`src/shared/paxs_pkg.sv`:
```
// constants of the x/y scan addressing block of the image sensor
// assumes: one core clock, pins from the camera controller are asynchronous
package paxs_pkg;

    // array size, left to right columns, bottom to top rows
    localparam int COL_COUNT = 1280;
    localparam int ROW_COUNT = 1024;
    localparam int COL_W = 11;
    localparam int ROW_W = 10;
    localparam logic [COL_W-1:0] COL_LAST = 11'h4FF;
    localparam logic [ROW_W-1:0] ROW_LAST = 10'h3FF;

    // serial start address: column field above row field, msb first
    localparam int ADDR_W = COL_W + ROW_W;
    localparam int ADDR_COL_LSB = ROW_W;
    localparam logic [ADDR_W-1:0] ADDR_RST = 21'h000000;
    localparam logic [COL_W-1:0] COL_START_RST = 11'h000;
    localparam logic [ROW_W-1:0] ROW_START_RST = 10'h000;

    // parallel pixel outputs
    localparam int LANE_COUNT = 16;
    localparam int LANE_W = 4;

    // pin sampling vector positions
    localparam int PIN_W = 8;
    localparam int PIN_SYNC_X = 0;
    localparam int PIN_CLOCK_X = 1;
    localparam int PIN_SYNC_Y = 2;
    localparam int PIN_CLOCK_Y = 3;
    localparam int PIN_SPI_CLK = 4;
    localparam int PIN_SPI_DATA = 5;
    localparam int PIN_ADDR_LOAD = 6;
    localparam int PIN_SAMPLE = 7;
    localparam logic [PIN_W-1:0] PIN_RST = 8'h00;

    // bayer colour codes, first pixel read out is red
    localparam logic [1:0] COLOUR_RED = 2'h0;
    localparam logic [1:0] COLOUR_GREEN_R = 2'h1;
    localparam logic [1:0] COLOUR_GREEN_B = 2'h2;
    localparam logic [1:0] COLOUR_BLUE = 2'h3;

    function automatic logic [1:0] paxs_colour(input logic row_odd, input logic col_odd);
        paxs_colour = {row_odd, col_odd};
    endfunction : paxs_colour

endpackage : paxs_pkg

```
`src/paxs_scan_ptr.sv`:
```
// one programmable scan pointer (used for the column and the row register)
// assumes: sync_i and step_i are one-cycle pulses on core_clk_i
`timescale 1ns/1ps
module paxs_scan_ptr
    import paxs_pkg::*;
#(
    parameter int W = 11,
    parameter logic [W-1:0] LAST = '1,
    parameter logic [W-1:0] RST_VAL = '0
) (
    input wire logic core_clk_i,
    input wire logic rst_i,
    input wire logic sync_i,
    input wire logic step_i,
    input wire logic [W-1:0] start_i,
    output logic [W-1:0] ptr_o,
    output logic eos_o
);

    logic [W-1:0] next_ptr;
    logic [W-1:0] start_clamped;

    assign start_clamped = (start_i > LAST) ? LAST : start_i;

    // sync wins over a step in the same cycle; pointer parks on the last stage
    always_comb begin
        next_ptr = ptr_o;
        if (sync_i) begin
            next_ptr = start_clamped;
        end else if (step_i && ptr_o != LAST) begin
            next_ptr = ptr_o + W'(1);
        end
    end

    always_ff @(posedge core_clk_i or posedge rst_i) begin
        if (rst_i) begin
            ptr_o <= RST_VAL;
        end else begin
            ptr_o <= next_ptr;
        end
    end

    always_ff @(posedge core_clk_i or posedge rst_i) begin
        if (rst_i) begin
            eos_o <= 1'b0;
        end else begin
            eos_o <= (next_ptr == LAST) && (ptr_o != LAST || sync_i);
        end
    end
endmodule : paxs_scan_ptr

```
`src/paxs_scan_top.sv`:
```
// x/y scan addressing of the 1280 x 1024 global shutter pixel array
// assumes: all inputs are controller pins, asynchronous to core_clk_i,
// each level held at least two core clock cycles
//
// Behaviour
// - column and row start positions are loaded from the serial address
// - a sync pulse puts that register's pointer on its start address, or on its last stage if the start lies beyond it
// - each clock pulse advances only its own pointer by one position, up to its last stage
// - readout is line by line, column by column inside a line
// - scan runs from bottom-left pixel toward top-right pixel
// - pointers cover 1280 columns and 1024 rows
// - start zero gives full frame, other starts give a window
// - one shutter sample pulse reaches every pixel at once
// - exposure sampling runs independently of scanning
// - pixels leave over 16 parallel lanes
// - bayer mosaic with a red first pixel
// - each register pulses its end of scan at its last stage
`timescale 1ns/1ps
module paxs_scan_top
    import paxs_pkg::*;
(
    input wire logic core_clk_i,
    input wire logic rst_i,
    input wire logic sync_x_i,
    input wire logic clock_x_i,
    input wire logic sync_y_i,
    input wire logic clock_y_i,
    input wire logic spi_clk_i,
    input wire logic spi_data_i,
    input wire logic addr_load_i,
    input wire logic sample_i,
    output logic [COL_W-1:0] col_ptr_o,
    output logic [ROW_W-1:0] row_ptr_o,
    output logic eos_x_o,
    output logic eos_y_o,
    output logic [LANE_W-1:0] out_lane_o,
    output logic [1:0] colour_o,
    output logic array_sample_o
);

    function automatic logic rise_of(input logic cur, input logic prev);
        rise_of = cur & ~prev;
    endfunction : rise_of

    ////////////////////////////////////////////////////////////////////////////
    // pin synchronisers and edge detection

    logic [PIN_W-1:0] pin_meta;
    logic [PIN_W-1:0] pin_sync;
    logic [PIN_W-1:0] pin_prev;
    logic [PIN_W-1:0] pin_raw;
    logic sync_x_rise;
    logic clock_x_rise;
    logic sync_y_rise;
    logic clock_y_rise;
    logic spi_clk_rise;
    logic load_rise;
    logic sample_rise;

    assign pin_raw = {sample_i, addr_load_i, spi_data_i, spi_clk_i,
                      clock_y_i, sync_y_i, clock_x_i, sync_x_i};

    always_ff @(posedge core_clk_i or posedge rst_i) begin
        if (rst_i) begin
            pin_meta <= PIN_RST;
            pin_sync <= PIN_RST;
            pin_prev <= PIN_RST;
        end else begin
            pin_meta <= pin_raw;
            pin_sync <= pin_meta;
            pin_prev <= pin_sync;
        end
    end

    // syncs are taken as active-high pulses
    assign sync_x_rise = rise_of(pin_sync[PIN_SYNC_X], pin_prev[PIN_SYNC_X]);
    assign sync_y_rise = rise_of(pin_sync[PIN_SYNC_Y], pin_prev[PIN_SYNC_Y]);
    assign clock_x_rise = rise_of(pin_sync[PIN_CLOCK_X], pin_prev[PIN_CLOCK_X]);
    assign clock_y_rise = rise_of(pin_sync[PIN_CLOCK_Y], pin_prev[PIN_CLOCK_Y]);
    assign spi_clk_rise = rise_of(pin_sync[PIN_SPI_CLK], pin_prev[PIN_SPI_CLK]);
    assign load_rise = rise_of(pin_sync[PIN_ADDR_LOAD], pin_prev[PIN_ADDR_LOAD]);
    assign sample_rise = rise_of(pin_sync[PIN_SAMPLE], pin_prev[PIN_SAMPLE]);

    ////////////////////////////////////////////////////////////////////////////
    // serial to parallel start address

    logic [ADDR_W-1:0] addr_shift;
    logic [COL_W-1:0] start_col;
    logic [ROW_W-1:0] start_row;

    always_ff @(posedge core_clk_i or posedge rst_i) begin
        if (rst_i) begin
            addr_shift <= ADDR_RST;
        end else if (spi_clk_rise) begin
            addr_shift <= {addr_shift[ADDR_W-2:0], pin_sync[PIN_SPI_DATA]};
        end
    end

    // load takes the word as it stands before a same-cycle shift
    always_ff @(posedge core_clk_i or posedge rst_i) begin
        if (rst_i) begin
            start_col <= COL_START_RST;
            start_row <= ROW_START_RST;
        end else if (load_rise) begin
            start_col <= addr_shift[ADDR_W-1:ADDR_COL_LSB];
            start_row <= addr_shift[ROW_W-1:0];
        end
    end

    ////////////////////////////////////////////////////////////////////////////
    // column and row pointers

    // each register sees only its own sync and clock
    paxs_scan_ptr #(.W(COL_W), .LAST(COL_LAST), .RST_VAL(COL_START_RST)) u_col_ptr (
        .core_clk_i(core_clk_i),
        .rst_i(rst_i),
        .sync_i(sync_x_rise),
        .step_i(clock_x_rise),
        .start_i(start_col),
        .ptr_o(col_ptr_o),
        .eos_o(eos_x_o)
    );

    paxs_scan_ptr #(.W(ROW_W), .LAST(ROW_LAST), .RST_VAL(ROW_START_RST)) u_row_ptr (
        .core_clk_i(core_clk_i),
        .rst_i(rst_i),
        .sync_i(sync_y_rise),
        .step_i(clock_y_rise),
        .start_i(start_row),
        .ptr_o(row_ptr_o),
        .eos_o(eos_y_o)
    );

    ////////////////////////////////////////////////////////////////////////////
    // output lane and colour of the selected pixel, one cycle behind pointers

    always_ff @(posedge core_clk_i or posedge rst_i) begin
        if (rst_i) begin
            out_lane_o <= '0;
            colour_o <= COLOUR_RED;
        end else begin
            out_lane_o <= col_ptr_o[LANE_W-1:0];
            colour_o <= paxs_colour(row_ptr_o[0], col_ptr_o[0]);
        end
    end

    ////////////////////////////////////////////////////////////////////////////
    // global shutter sample, never gated by the scan

    always_ff @(posedge core_clk_i or posedge rst_i) begin
        if (rst_i) begin
            array_sample_o <= 1'b0;
        end else begin
            array_sample_o <= sample_rise;
        end
    end
endmodule : paxs_scan_top

```
`config.mk`:
```
export PLATFORM = sky130hd
export DESIGN_NAME = paxs_scan_top
export DESIGN_NICKNAME = d
export VERILOG_FILES = /design/src/shared/paxs_pkg.sv /design/src/paxs_scan_ptr.sv /design/src/paxs_scan_top.sv
export SDC_FILE = /design/constraint.sdc
export NUM_CORES = 1
export LEC_CHECK = 0
export BUFFER_PORTS_ARGS = -buffer_cell sky130_fd_sc_hd__clkbuf_2
export CORE_MARGIN = 3
export CORE_UTILIZATION = 50
export DETAILED_ROUTE_END_ITERATION = 8
export PLACE_DENSITY = 0.69
export SLEW_MARGIN = 20
export SYNTH_ARGS = -nofsm -noshare
export SYNTH_HDL_FRONTEND = slang
export SYNTH_SLANG_ARGS = --single-unit
```
`constraint.sdc`:
```
create_clock -name core_clk_i -period 3.7 [get_ports core_clk_i]
set_input_delay 0.74 -clock core_clk_i [delete_from_list [all_inputs] [get_ports core_clk_i]]
set_output_delay 0.74 -clock core_clk_i [all_outputs]
set_load 0.05 [all_outputs]
```
==> flow_metrics.tcl, run 1 <==
set metrics [dict create \
    timing.slew.headroom 0.359 \
    cp.required_ps 3990 \
    power_frac_comb 0.293 \
    setup_slack_ps 1540 \
    critPathLaunchType "flip-flop" \
    setup_violations 0 \
    clock_sinks 94 \
    dpl_cell_area_um2 4190 \
    synth.area.top_cells "dfrtp_1 60%, mux2_2 12%, a21oi_1 1.8%, nand2_1 1.7%, mux2i_1 1.3%" \
    holdWs_ps 355 \
    p_int_mw 1.91 \
    p_seq_frac 0.490 \
    yosys.cell_types.count 51 \
    viasPerCell 5.49 \
    synth-edff-count 0 \
    post_cts_resized 0 \
    die_height_um 94.4 \
    cts_root_buf "clkbuf_8" \
    synth-compound-area-share 0.0807 \
    nNetsFinal 364 \
    synth.largest_area_cell "dfrtp_1" \
    wl_per_cell_um 15.4 \
    drive_above_1_share 0.317 \
    grt_pass1_vias 2451 \
    ff2ff_setup_slack_ps 1540 \
    htree_levels 3 \
    cts_tree "built" \
    postCtsSetupBuffers 0 \
    synth_top_family_by_area "simple AND/OR/NAND/NOR gates" \
    r2r_end "u_row_ptr.eos_o$_DFF_PP0_" \
    clkPwrFrac 0.217 \
    dpl_worst_slack_ps 1690 \
    power_density_nw_per_um2 711 \
    period_minus_slack_ps 2160 \
    hold_viol 0 \
    startpoint "u_row_ptr.ptr_o[0]$_DFF_PP0_" \
    cts_buffers 9 \
    row_count 31 \
    die_x_um 94.4 \
    num_io_pins 40 \
    synth_nets 323 \
    drt-pass1-iter-count 4 \
    grt_pass1_wl_mm 11.8 \
    synth_xor_area_frac 0.0224 \
    hpwlAfterDp_mm 4.91 \
    outcome "complete, no violations" \
    clk_pin_slew_worst_paths_ps 90 \
    gp_congestion 0.857 \
    period_share 0.583 \
    whs_path_depth 0 \
    fin_tns_setup_ps 0 \
    dpl.cell_count 440 \
    area_delta_synth_final_pct 12.4 \
    gr-total-overflow 0 \
    finalPower_mw 3.12 \
    synth.area.mux_share 0.131 \
    synthFlopType "dfrtp_1" \
    multi_input_area_um2 1460 \
    worst_pin_slew_ps 962 \
    maxCapViolCount 0 \
    synth_area_um2 3910 \
    track_usage 0.172 \
    dr_total_vias 2504 \
    n_antenna_cell 0 \
    ys_seq_area_frac 0.602 \
    numPortBuffers 39 \
    dieArea_um2 8910 \
    antenna_found_initial 0 \
    final_cells 456 \
    utilization 0.593 \
    stdcell_area_um2 4390 \
    cts_buffer_depth 2 \
    hold_class "reg -> reg" \
    syn_inst 311 \
    cp_max_fo 8 \
    synthAdderAreaFrac 0.00640 \
    power.share.switching 0.387 \
    seq_area_um2 2350 \
    coreArea_um2 7410 \
    p_sw_mw 1.21 \
    clock.fmax_ghz 0.463 \
    ys_seq_elements 94 \
    route.detailed.drc 0 \
    rsz0062_at_grt "false" \
    crit_arrival_ps 2450 \
    initial_utilization 0.527 \
    irDropWorstVdd_mv 0.320 \
    critPathCaptureType "flip-flop" \
    syn_area_per_cell_um2 12.6 \
    path_class "reg -> reg" \
    yosys.area_share.simple 0.133 \
    ys_warn_count 0 \
    clkLatencyLatePin_ps 360 \
    slew_viol_final 0 \
    critPathCapture "u_row_ptr.eos_o$_DFF_PP0_" \
    final_common_cell "dfrtp_1" \
    grt_max_degree 43 \
    fillerInstances 614 \
    synth_top_area_frac 0.602 \
    routed_wl_mm 7.02 \
    finClkSkew_ps 9.82 \
    drtIter0Drc 92 \
    r2r_start "u_row_ptr.ptr_o[0]$_DFF_PP0_" \
    r2r_cells 7 \
    synthArstFlopShare 1.00 \
    drtAntennaViolNets 0 \
    leakage_nw 2.01 \
    final_cell_mix "94 x dfrtp_1, 41 x mux2_2, 39 x clkbuf_2, 18 x nand2_1, 14 x a21oi_1" \
    hold_buffers 0 \
]
[final cells by class]
type	instances	share of cell area
repair buffers	42	0.0496
clock inverters	7	0.0177
flip-flops and latches	94	0.536
clock buffers	9	0.0282
inverters	9	0.00798
multi-input cells	196	0.333
well taps	99	0.0282
[cell usage after synthesis (all sizes together), types with 5 or more instances]
cell type	n
nand3	10
nand4	6
mux2	41
nor2	13
clkbuf	8
and3	7
nor3	5
nand2b	7
a21oi	14
dfrtp	94
mux2i	5
xor2	5
o21a	5
o21ai	12
a31oi	6
inv	9
xnor2	5
nand2	18
[cells by family (layout without fill, tap and decap cells)]
kind of cell,after synthesis,count (layout)
adder cells (fa/ha/maj),2,2
buffers and inverters,21,67
XOR/XNOR,10,10
AND/OR/NAND/NOR,89,89
multiplexers,46,46
flip-flops,94,94
AO/OA/AOI/OAI,49,49
[per-layer routing]
metal,track usage,share of wire,routed length (um),vias to the layer above
met3,0.0542,0.052,362,10
met1,0.249,0.48,3390,1242
li1,-,-,-,1188
met5,0,0,0,-
met2,0.246,0.45,3180,64
met4,0.0566,0.012,84,0
[worst min path at each step]
stage / from / endpoint / slack (ps)
CTS: pin_meta[1]$_DFF_PP0_ / pin_sync[1]$_DFF_PP0_ / 360
global placement: pin_meta[1]$_DFF_PP0_ / pin_sync[1]$_DFF_PP0_ / 330
floorplan: pin_meta[0]$_DFF_PP0_ / pin_sync[0]$_DFF_PP0_ / 330
global route: pin_meta[1]$_DFF_PP0_ / pin_sync[1]$_DFF_PP0_ / 360
finish: pin_meta[1]$_DFF_PP0_ / pin_sync[1]$_DFF_PP0_ / 350
detailed placement: pin_meta[1]$_DFF_PP0_ / pin_sync[1]$_DFF_PP0_ / 330
[state kept, by name, indices dropped and copies added, names as in the netlist, 2 cells and up]
signal and cells:
addr_shift 21, pin_sync 8, start_row 10, u_row_ptr.ptr_o 10
colour_o 2, pin_prev 7, pin_meta 8, start_col 11
out_lane_o 3, u_col_ptr.ptr_o 11
[worst max-delay path: stages, from the launching register on]
cell	delay [ps]
dfrtp_1	480
ha_1	260
nand3_1	110
nor2_1	220
nand4_1	150
xor2_1	170
a2111oi_0	440
and4_1	260
[power groups by stage]
stage	Sequential, mW	Clock [mW]	Combinational [mW]
floorplan	1.78	0	0.451
global route	1.57	0.743	0.986
global placement	1.53	0	0.903
CTS	1.52	0.704	0.919
detailed placement	1.55	0	0.915
finish	1.53	0.679	0.913
Power figures use the tool's default switching activity.
==> run 2: changes to the inputs <==
==> constraint.sdc (replaced) <==
create_clock -name core_clk_i -period 2 [get_ports core_clk_i]
set_input_delay 0.4 -clock core_clk_i [delete_from_list [all_inputs] [get_ports core_clk_i]]
set_output_delay 0.4 -clock core_clk_i [all_outputs]
set_load 0.05 [all_outputs]
==> run 2 against run 1 <==
Against the previous run: register-to-register slack got worse by 1400 ps; die area stayed put; hold slack got worse by 280 ps; via count up 1.2%; clock skew shrank 1.1 ps; combinational power grew 93%; cell count up 2.0%; worst setup slack got worse by 1400 ps; clock power is 69% higher; critical path type unchanged.
==> flow_metrics.tcl, run 2 (synthesized netlist as in run 1, its figures left out) <==
set metrics [dict create \
    grt_max_degree 44 \
    cts_root_buf "clkbuf_8" \
    drt-pass1-iter-count 4 \
    cts_buffers 9 \
    area_delta_synth_final_pct 15.3 \
    leakage_nw 2.04 \
    reg_top3 "addr_shift: 21 flops, start_col: 11 flops, u_col_ptr.ptr_o: 11 flops" \
    nNetsFinal 373 \
    fin_tns_setup_ps 0 \
    r2r_cells 8 \
    setup_violations 0 \
    cts_tree "built" \
    num_io_pins 40 \
    gp_congestion 0.863 \
    grt_pass1_wl_mm 12.1 \
    hold_viol 0 \
    gr-usage-met1 0.250 \
    cp_max_fo 6 \
    row_count 31 \
    cts_buffer_depth 2 \
    hpwlAfterDp_mm 4.92 \
    viasPerCell 5.45 \
    clock_sinks 94 \
    die_height_um 94.4 \
    drive_above_1_share 0.361 \
    power_density_nw_per_um2 1280 \
    cp.required_ps 2250 \
    grt_use_met3 0.0430 \
    top_register "addr_shift" \
    drtAntennaViolNets 0 \
    seq_area_um2 2360 \
    routed_wl_mm 7.12 \
    hold_buffers 0 \
    die_x_um 94.4 \
    critPathLaunchType "flip-flop" \
    htree_levels 3 \
    clkLatencyLatePin_ps 360 \
    hold_class "in -> async" \
    top_usage_layer "met2" \
    period_share 0.948 \
    finClkSkew_ps 8.70 \
    gr-usage-met2 0.254 \
    multi_input_area_um2 1490 \
    n_antenna_cell 0 \
    setup_slack_ps 104 \
    antenna_found_initial 0 \
    path_class "reg -> reg" \
    dieArea_um2 8910 \
    irDropWorstVdd_mv 0.654 \
    initial_utilization 0.527 \
    clk_pin_slew_worst_paths_ps 90 \
    dpl_worst_slack_ps 104 \
    clock.fmax_ghz 0.527 \
    grt_pass1_vias 2526 \
    route.detailed.drc 0 \
    maxCapViolCount 0 \
    worst_pin_slew_ps 534 \
    numPortBuffers 39 \
    fillerInstances 601 \
    gr-total-overflow 0 \
    crit_arrival_ps 2150 \
    final_common_cell "dfrtp_1" \
    period_minus_slack_ps 1900 \
    wl_per_cell_um 15.3 \
    coreArea_um2 7410 \
    dr_total_vias 2535 \
    drtIter0Drc 131 \
    outcome "complete, no violations" \
    largest_reg_flops 21 \
    track_usage 0.174 \
    critPathCaptureType "flip-flop" \
    timing.slew.headroom 0.643 \
    slew_viol_final 0 \
    final_cell_mix "88 x dfrtp_1, 41 x mux2_2, 39 x clkbuf_2, 18 x nand2_1, 14 x a21oi_1" \
]
## run 2: cell count changes in the layout (fill, tap and decap cells not counted), moves of 2 or more
cell	previous run	this run
buf_4	3	10
dfrtp_1	94	88
dfrtp_2	0	6
buf_12	0	2
clkinv_2	2	0
clkinvlp_4	1	3
## run 2: layout make-up
| type | instances | share of cell area |
|---|---|---|
| clock buffer | 11 | 0.0314 |
| multi-input combinational | 196 | 0.331 |
| inverter | 9 | 0.00833 |
| timing repair buffer | 51 | 0.0689 |
| sequential | 94 | 0.524 |
| tap | 99 | 0.0275 |
| clock inverter | 5 | 0.00917 |
## run 2: what timing repair did
action	4_1_cts	5_1_grt
endpoints found under the setup margin	0	2
setup buffers	0	3
gates resized for setup	0	5
## run 2: report_power, final
group,leakage [nW],switching (mW),internal (mW)
combinational,0.801,1.12,0.636
clock,0.0866,0.658,0.497
sequential,1.15,0.464,2.38
## run 2: stage by stage
step	utilization	total power, mW	cells	hold slack, ps	area [um2]
global route	0.608	6.09	465	90.1	4500
floorplan	-	4.15	311	331	3930
detailed placement	0.578	4.61	446	336	4280
finish	0.608	5.76	465	69.9	4500
global placement	0.578	4.56	446	332	4280
CTS	0.603	5.77	462	66.9	4470
## run 2: worst paths after layout
check	startpoint	endpoint	slack [ps]
max reg2reg	u_col_ptr.ptr_o[1]$_DFF_PP0_	u_col_ptr.eos_o$_DFF_PP0_	100
max in group asynchronous	rst_i	u_col_ptr.ptr_o[0]$_DFF_PP0_	1340
min	rst_i	pin_sync[6]$_DFF_PP0_	70
min reg2reg	pin_meta[1]$_DFF_PP0_	pin_sync[1]$_DFF_PP0_	360
max	u_col_ptr.ptr_o[1]$_DFF_PP0_	u_col_ptr.eos_o$_DFF_PP0_	100
min in group core_clk_i	spi_data_i	pin_meta[5]$_DFF_PP0_	140
## run 2: worst max-delay path: stages (launching register included)
cell,delay (ps)
dfrtp_2,410
ha_1,210
nand3b_1,210
buf_4,220
a211oi_1,260
xnor2_1,160
nand2_1,110
nand4b_1,160
nor3_2,50
## run 2: per-layer routing
layer / vias up / part of all wire / routed length (um)
met4: 0 / 0.018 / 125
li1: 1213 / - / -
met3: 14 / 0.050 / 353
met5: - / 0 / 0
met1: 1243 / 0.48 / 3450
met2: 65 / 0.45 / 3190
==> run 3: changes to the inputs <==
--- a/config.mk
+++ b/config.mk
@@ -5,11 +5,11 @@
 export SDC_FILE = /design/constraint.sdc
 export NUM_CORES = 1
 export LEC_CHECK = 0
-export BUFFER_PORTS_ARGS = -buffer_cell sky130_fd_sc_hd__clkbuf_2
 export CORE_MARGIN = 3
 export CORE_UTILIZATION = 50
+export CTS_BUF_LIST = sky130_fd_sc_hd__clkbuf_16
 export DETAILED_ROUTE_END_ITERATION = 8
-export PLACE_DENSITY = 0.69
+export DONT_BUFFER_PORTS = 1
 export SLEW_MARGIN = 20
 export SYNTH_ARGS = -nofsm -noshare
 export SYNTH_HDL_FRONTEND = slang
==> run 3 against run 2 <==
Against the previous run: sequential share of layout area fell by 0.66 points; sequential cell count unchanged; register-to-register slack better by 40 ps; utilization grew 0.78 points; largest cell class unchanged.
==> flow_metrics.tcl, run 3 (synthesized netlist as in run 1, its figures left out) <==
set metrics [dict create \
    outcome "complete, no violations" \
    worst_pin_slew_ps 474 \
    route.detailed.drc 0 \
    cts_tree "built" \
    dpl.cell_count 428 \
    num_io_pins 40 \
    dpl_cell_area_um2 4230 \
    dieArea_um2 8910 \
    period_share 0.926 \
    drive_above_1_share 0.313 \
    fillerInstances 568 \
    top_layer_used "met4" \
    wl_per_cell_um 16.3 \
    initial_utilization 0.527 \
    final_cell_mix "88 x dfrtp_1, 41 x mux2_2, 29 x buf_4, 18 x nand2_1, 14 x a21oi_1" \
    power.share.switching 0.355 \
    reg_top3 "addr_shift: 21 flops, start_col: 11 flops, u_col_ptr.ptr_o: 11 flops" \
    track_usage 0.177 \
    cp_max_fo 4 \
    hold_viol 0 \
    htree_levels 3 \
    critPathCaptureType "flip-flop" \
    nNetsFinal 353 \
    timing.slew.headroom 0.684 \
    hpwlAfterDp_mm 5.10 \
    numPortBuffers 0 \
    p_int_mw 4.14 \
    n_antenna_cell 0 \
    clk_pin_slew_worst_paths_ps 70 \
    path_class "reg -> reg" \
    drtIter0Drc 83 \
    largest_reg_flops 21 \
    grt_pass1_vias 2448 \
    slew_viol_final 0 \
    wl_met2_mm 3.15 \
    detailroute.wirelength.met3_um 420 \
    setup_violations 0 \
    cts_root_buf "clkbuf_16" \
    leakage_nw 2.02 \
    gp_congestion 0.903 \
    top_register "addr_shift" \
    fin_tns_setup_ps 0 \
    wl_met1_mm 3.57 \
    p_sw_mw 2.28 \
    power_frac_comb 0.273 \
    dr_total_vias 2412 \
    routed_wl_mm 7.23 \
    postCtsSetupBuffers 0 \
    stdcell_area_um2 4560 \
    crit_arrival_ps 2110 \
    drt-pass1-iter-count 4 \
    p_seq_frac 0.447 \
    hold_class "in -> reg" \
    grt_pass1_wl_mm 12.2 \
    clkPwrFrac 0.280 \
    drtAntennaViolNets 0 \
    irDropWorstVdd_mv 0.596 \
    antenna_found_initial 0 \
    clkLatencyLatePin_ps 330 \
    final_cells 444 \
    final_common_cell "dfrtp_1" \
    rsz0062_at_grt "false" \
    period_minus_slack_ps 1850 \
    area_delta_synth_final_pct 16.7 \
    cp.required_ps 2260 \
    die_x_um 94.4 \
    row_count 31 \
    coreArea_um2 7410 \
    clock_sinks 94 \
    finalPower_mw 6.42 \
    die_height_um 94.4 \
    critPathLaunchType "flip-flop" \
    cts_buffer_depth 2 \
    gr-total-overflow 0 \
    cts_buffers 9 \
    clock.fmax_ghz 0.540 \
    power_density_nw_per_um2 1410 \
    viasPerCell 5.43 \
    maxCapViolCount 0 \
    grt_max_degree 83 \
    finClkSkew_ps 7.13 \
]
==> run 3: area by class of cell <==
cell class	instances	area, um2	share of cell area
clock buffer	9	225	0.0494
sequential	94	2360	0.517
tap	99	124	0.0272
multi-input combinational	196	1480	0.323
clock inverter	6	92.6	0.0203
timing repair buffer	31	248	0.0543
inverter	9	37.5	0.00823
==> run 3: power groups by stage <==
stage / Sequential (mW) / Clock, mW / Combinational, mW
floorplan: 3.31 / 0 / 0.846
global placement: 2.88 / 0 / 1.74
detailed placement: 2.90 / 0 / 1.75
CTS: 2.87 / 1.85 / 1.77
global route: 2.93 / 1.92 / 1.90
finish: 2.87 / 1.79 / 1.76
==> run 3: timing repair <==
action | CTS | global route
hold endpoints to repair | 12 | 0
resized for setup | 0 | 0
hold buffers | 1 | 0
==> run 3: critical path, stage by stage (launching register included) <==
cell and delay (ps):
dfrtp_1 400, nand2b_1 240, nor2_2 200, nand4_1 130, xor2_1 180, a2111oi_0 400, and4_1 250
==> run 3: worst paths after layout <==
check                      cells after the start                   from  slack (ps)                           end
setup / recovery                               6  pin_prev[3]$_DFF_PP0_         150     u_row_ptr.eos_o$_DFF_PP0_
hold / removal                                 0               sample_i          90         pin_meta[7]$_DFF_PP0_
setup reg to reg                               6  pin_prev[3]$_DFF_PP0_         150     u_row_ptr.eos_o$_DFF_PP0_
hold reg to reg                                0  pin_meta[0]$_DFF_PP0_         350         pin_sync[0]$_DFF_PP0_
max in group asynchronous                      3                  rst_i         800  u_col_ptr.ptr_o[0]$_DFF_PP0_
min in group asynchronous                      2                  rst_i         490         pin_sync[4]$_DFF_PP0_
==> run 3: metrics by stage <==
step                      hold WS [ps]  worst slack, ps  utilization
after floorplan                    331             5.76            -
after global placement             245              171        0.572
after detailed placement           244              191        0.572
after CTS                         76.5              175        0.616
after global routing              69.4             7.25        0.616
final                             89.7              148        0.616
==> run 3: per-layer routing <==
metal	vias up	global-route usage
met5	-	0
li1	1177	-
met4	0	0.0590
met3	9	0.0454
met2	63	0.257
met1	1163	0.261
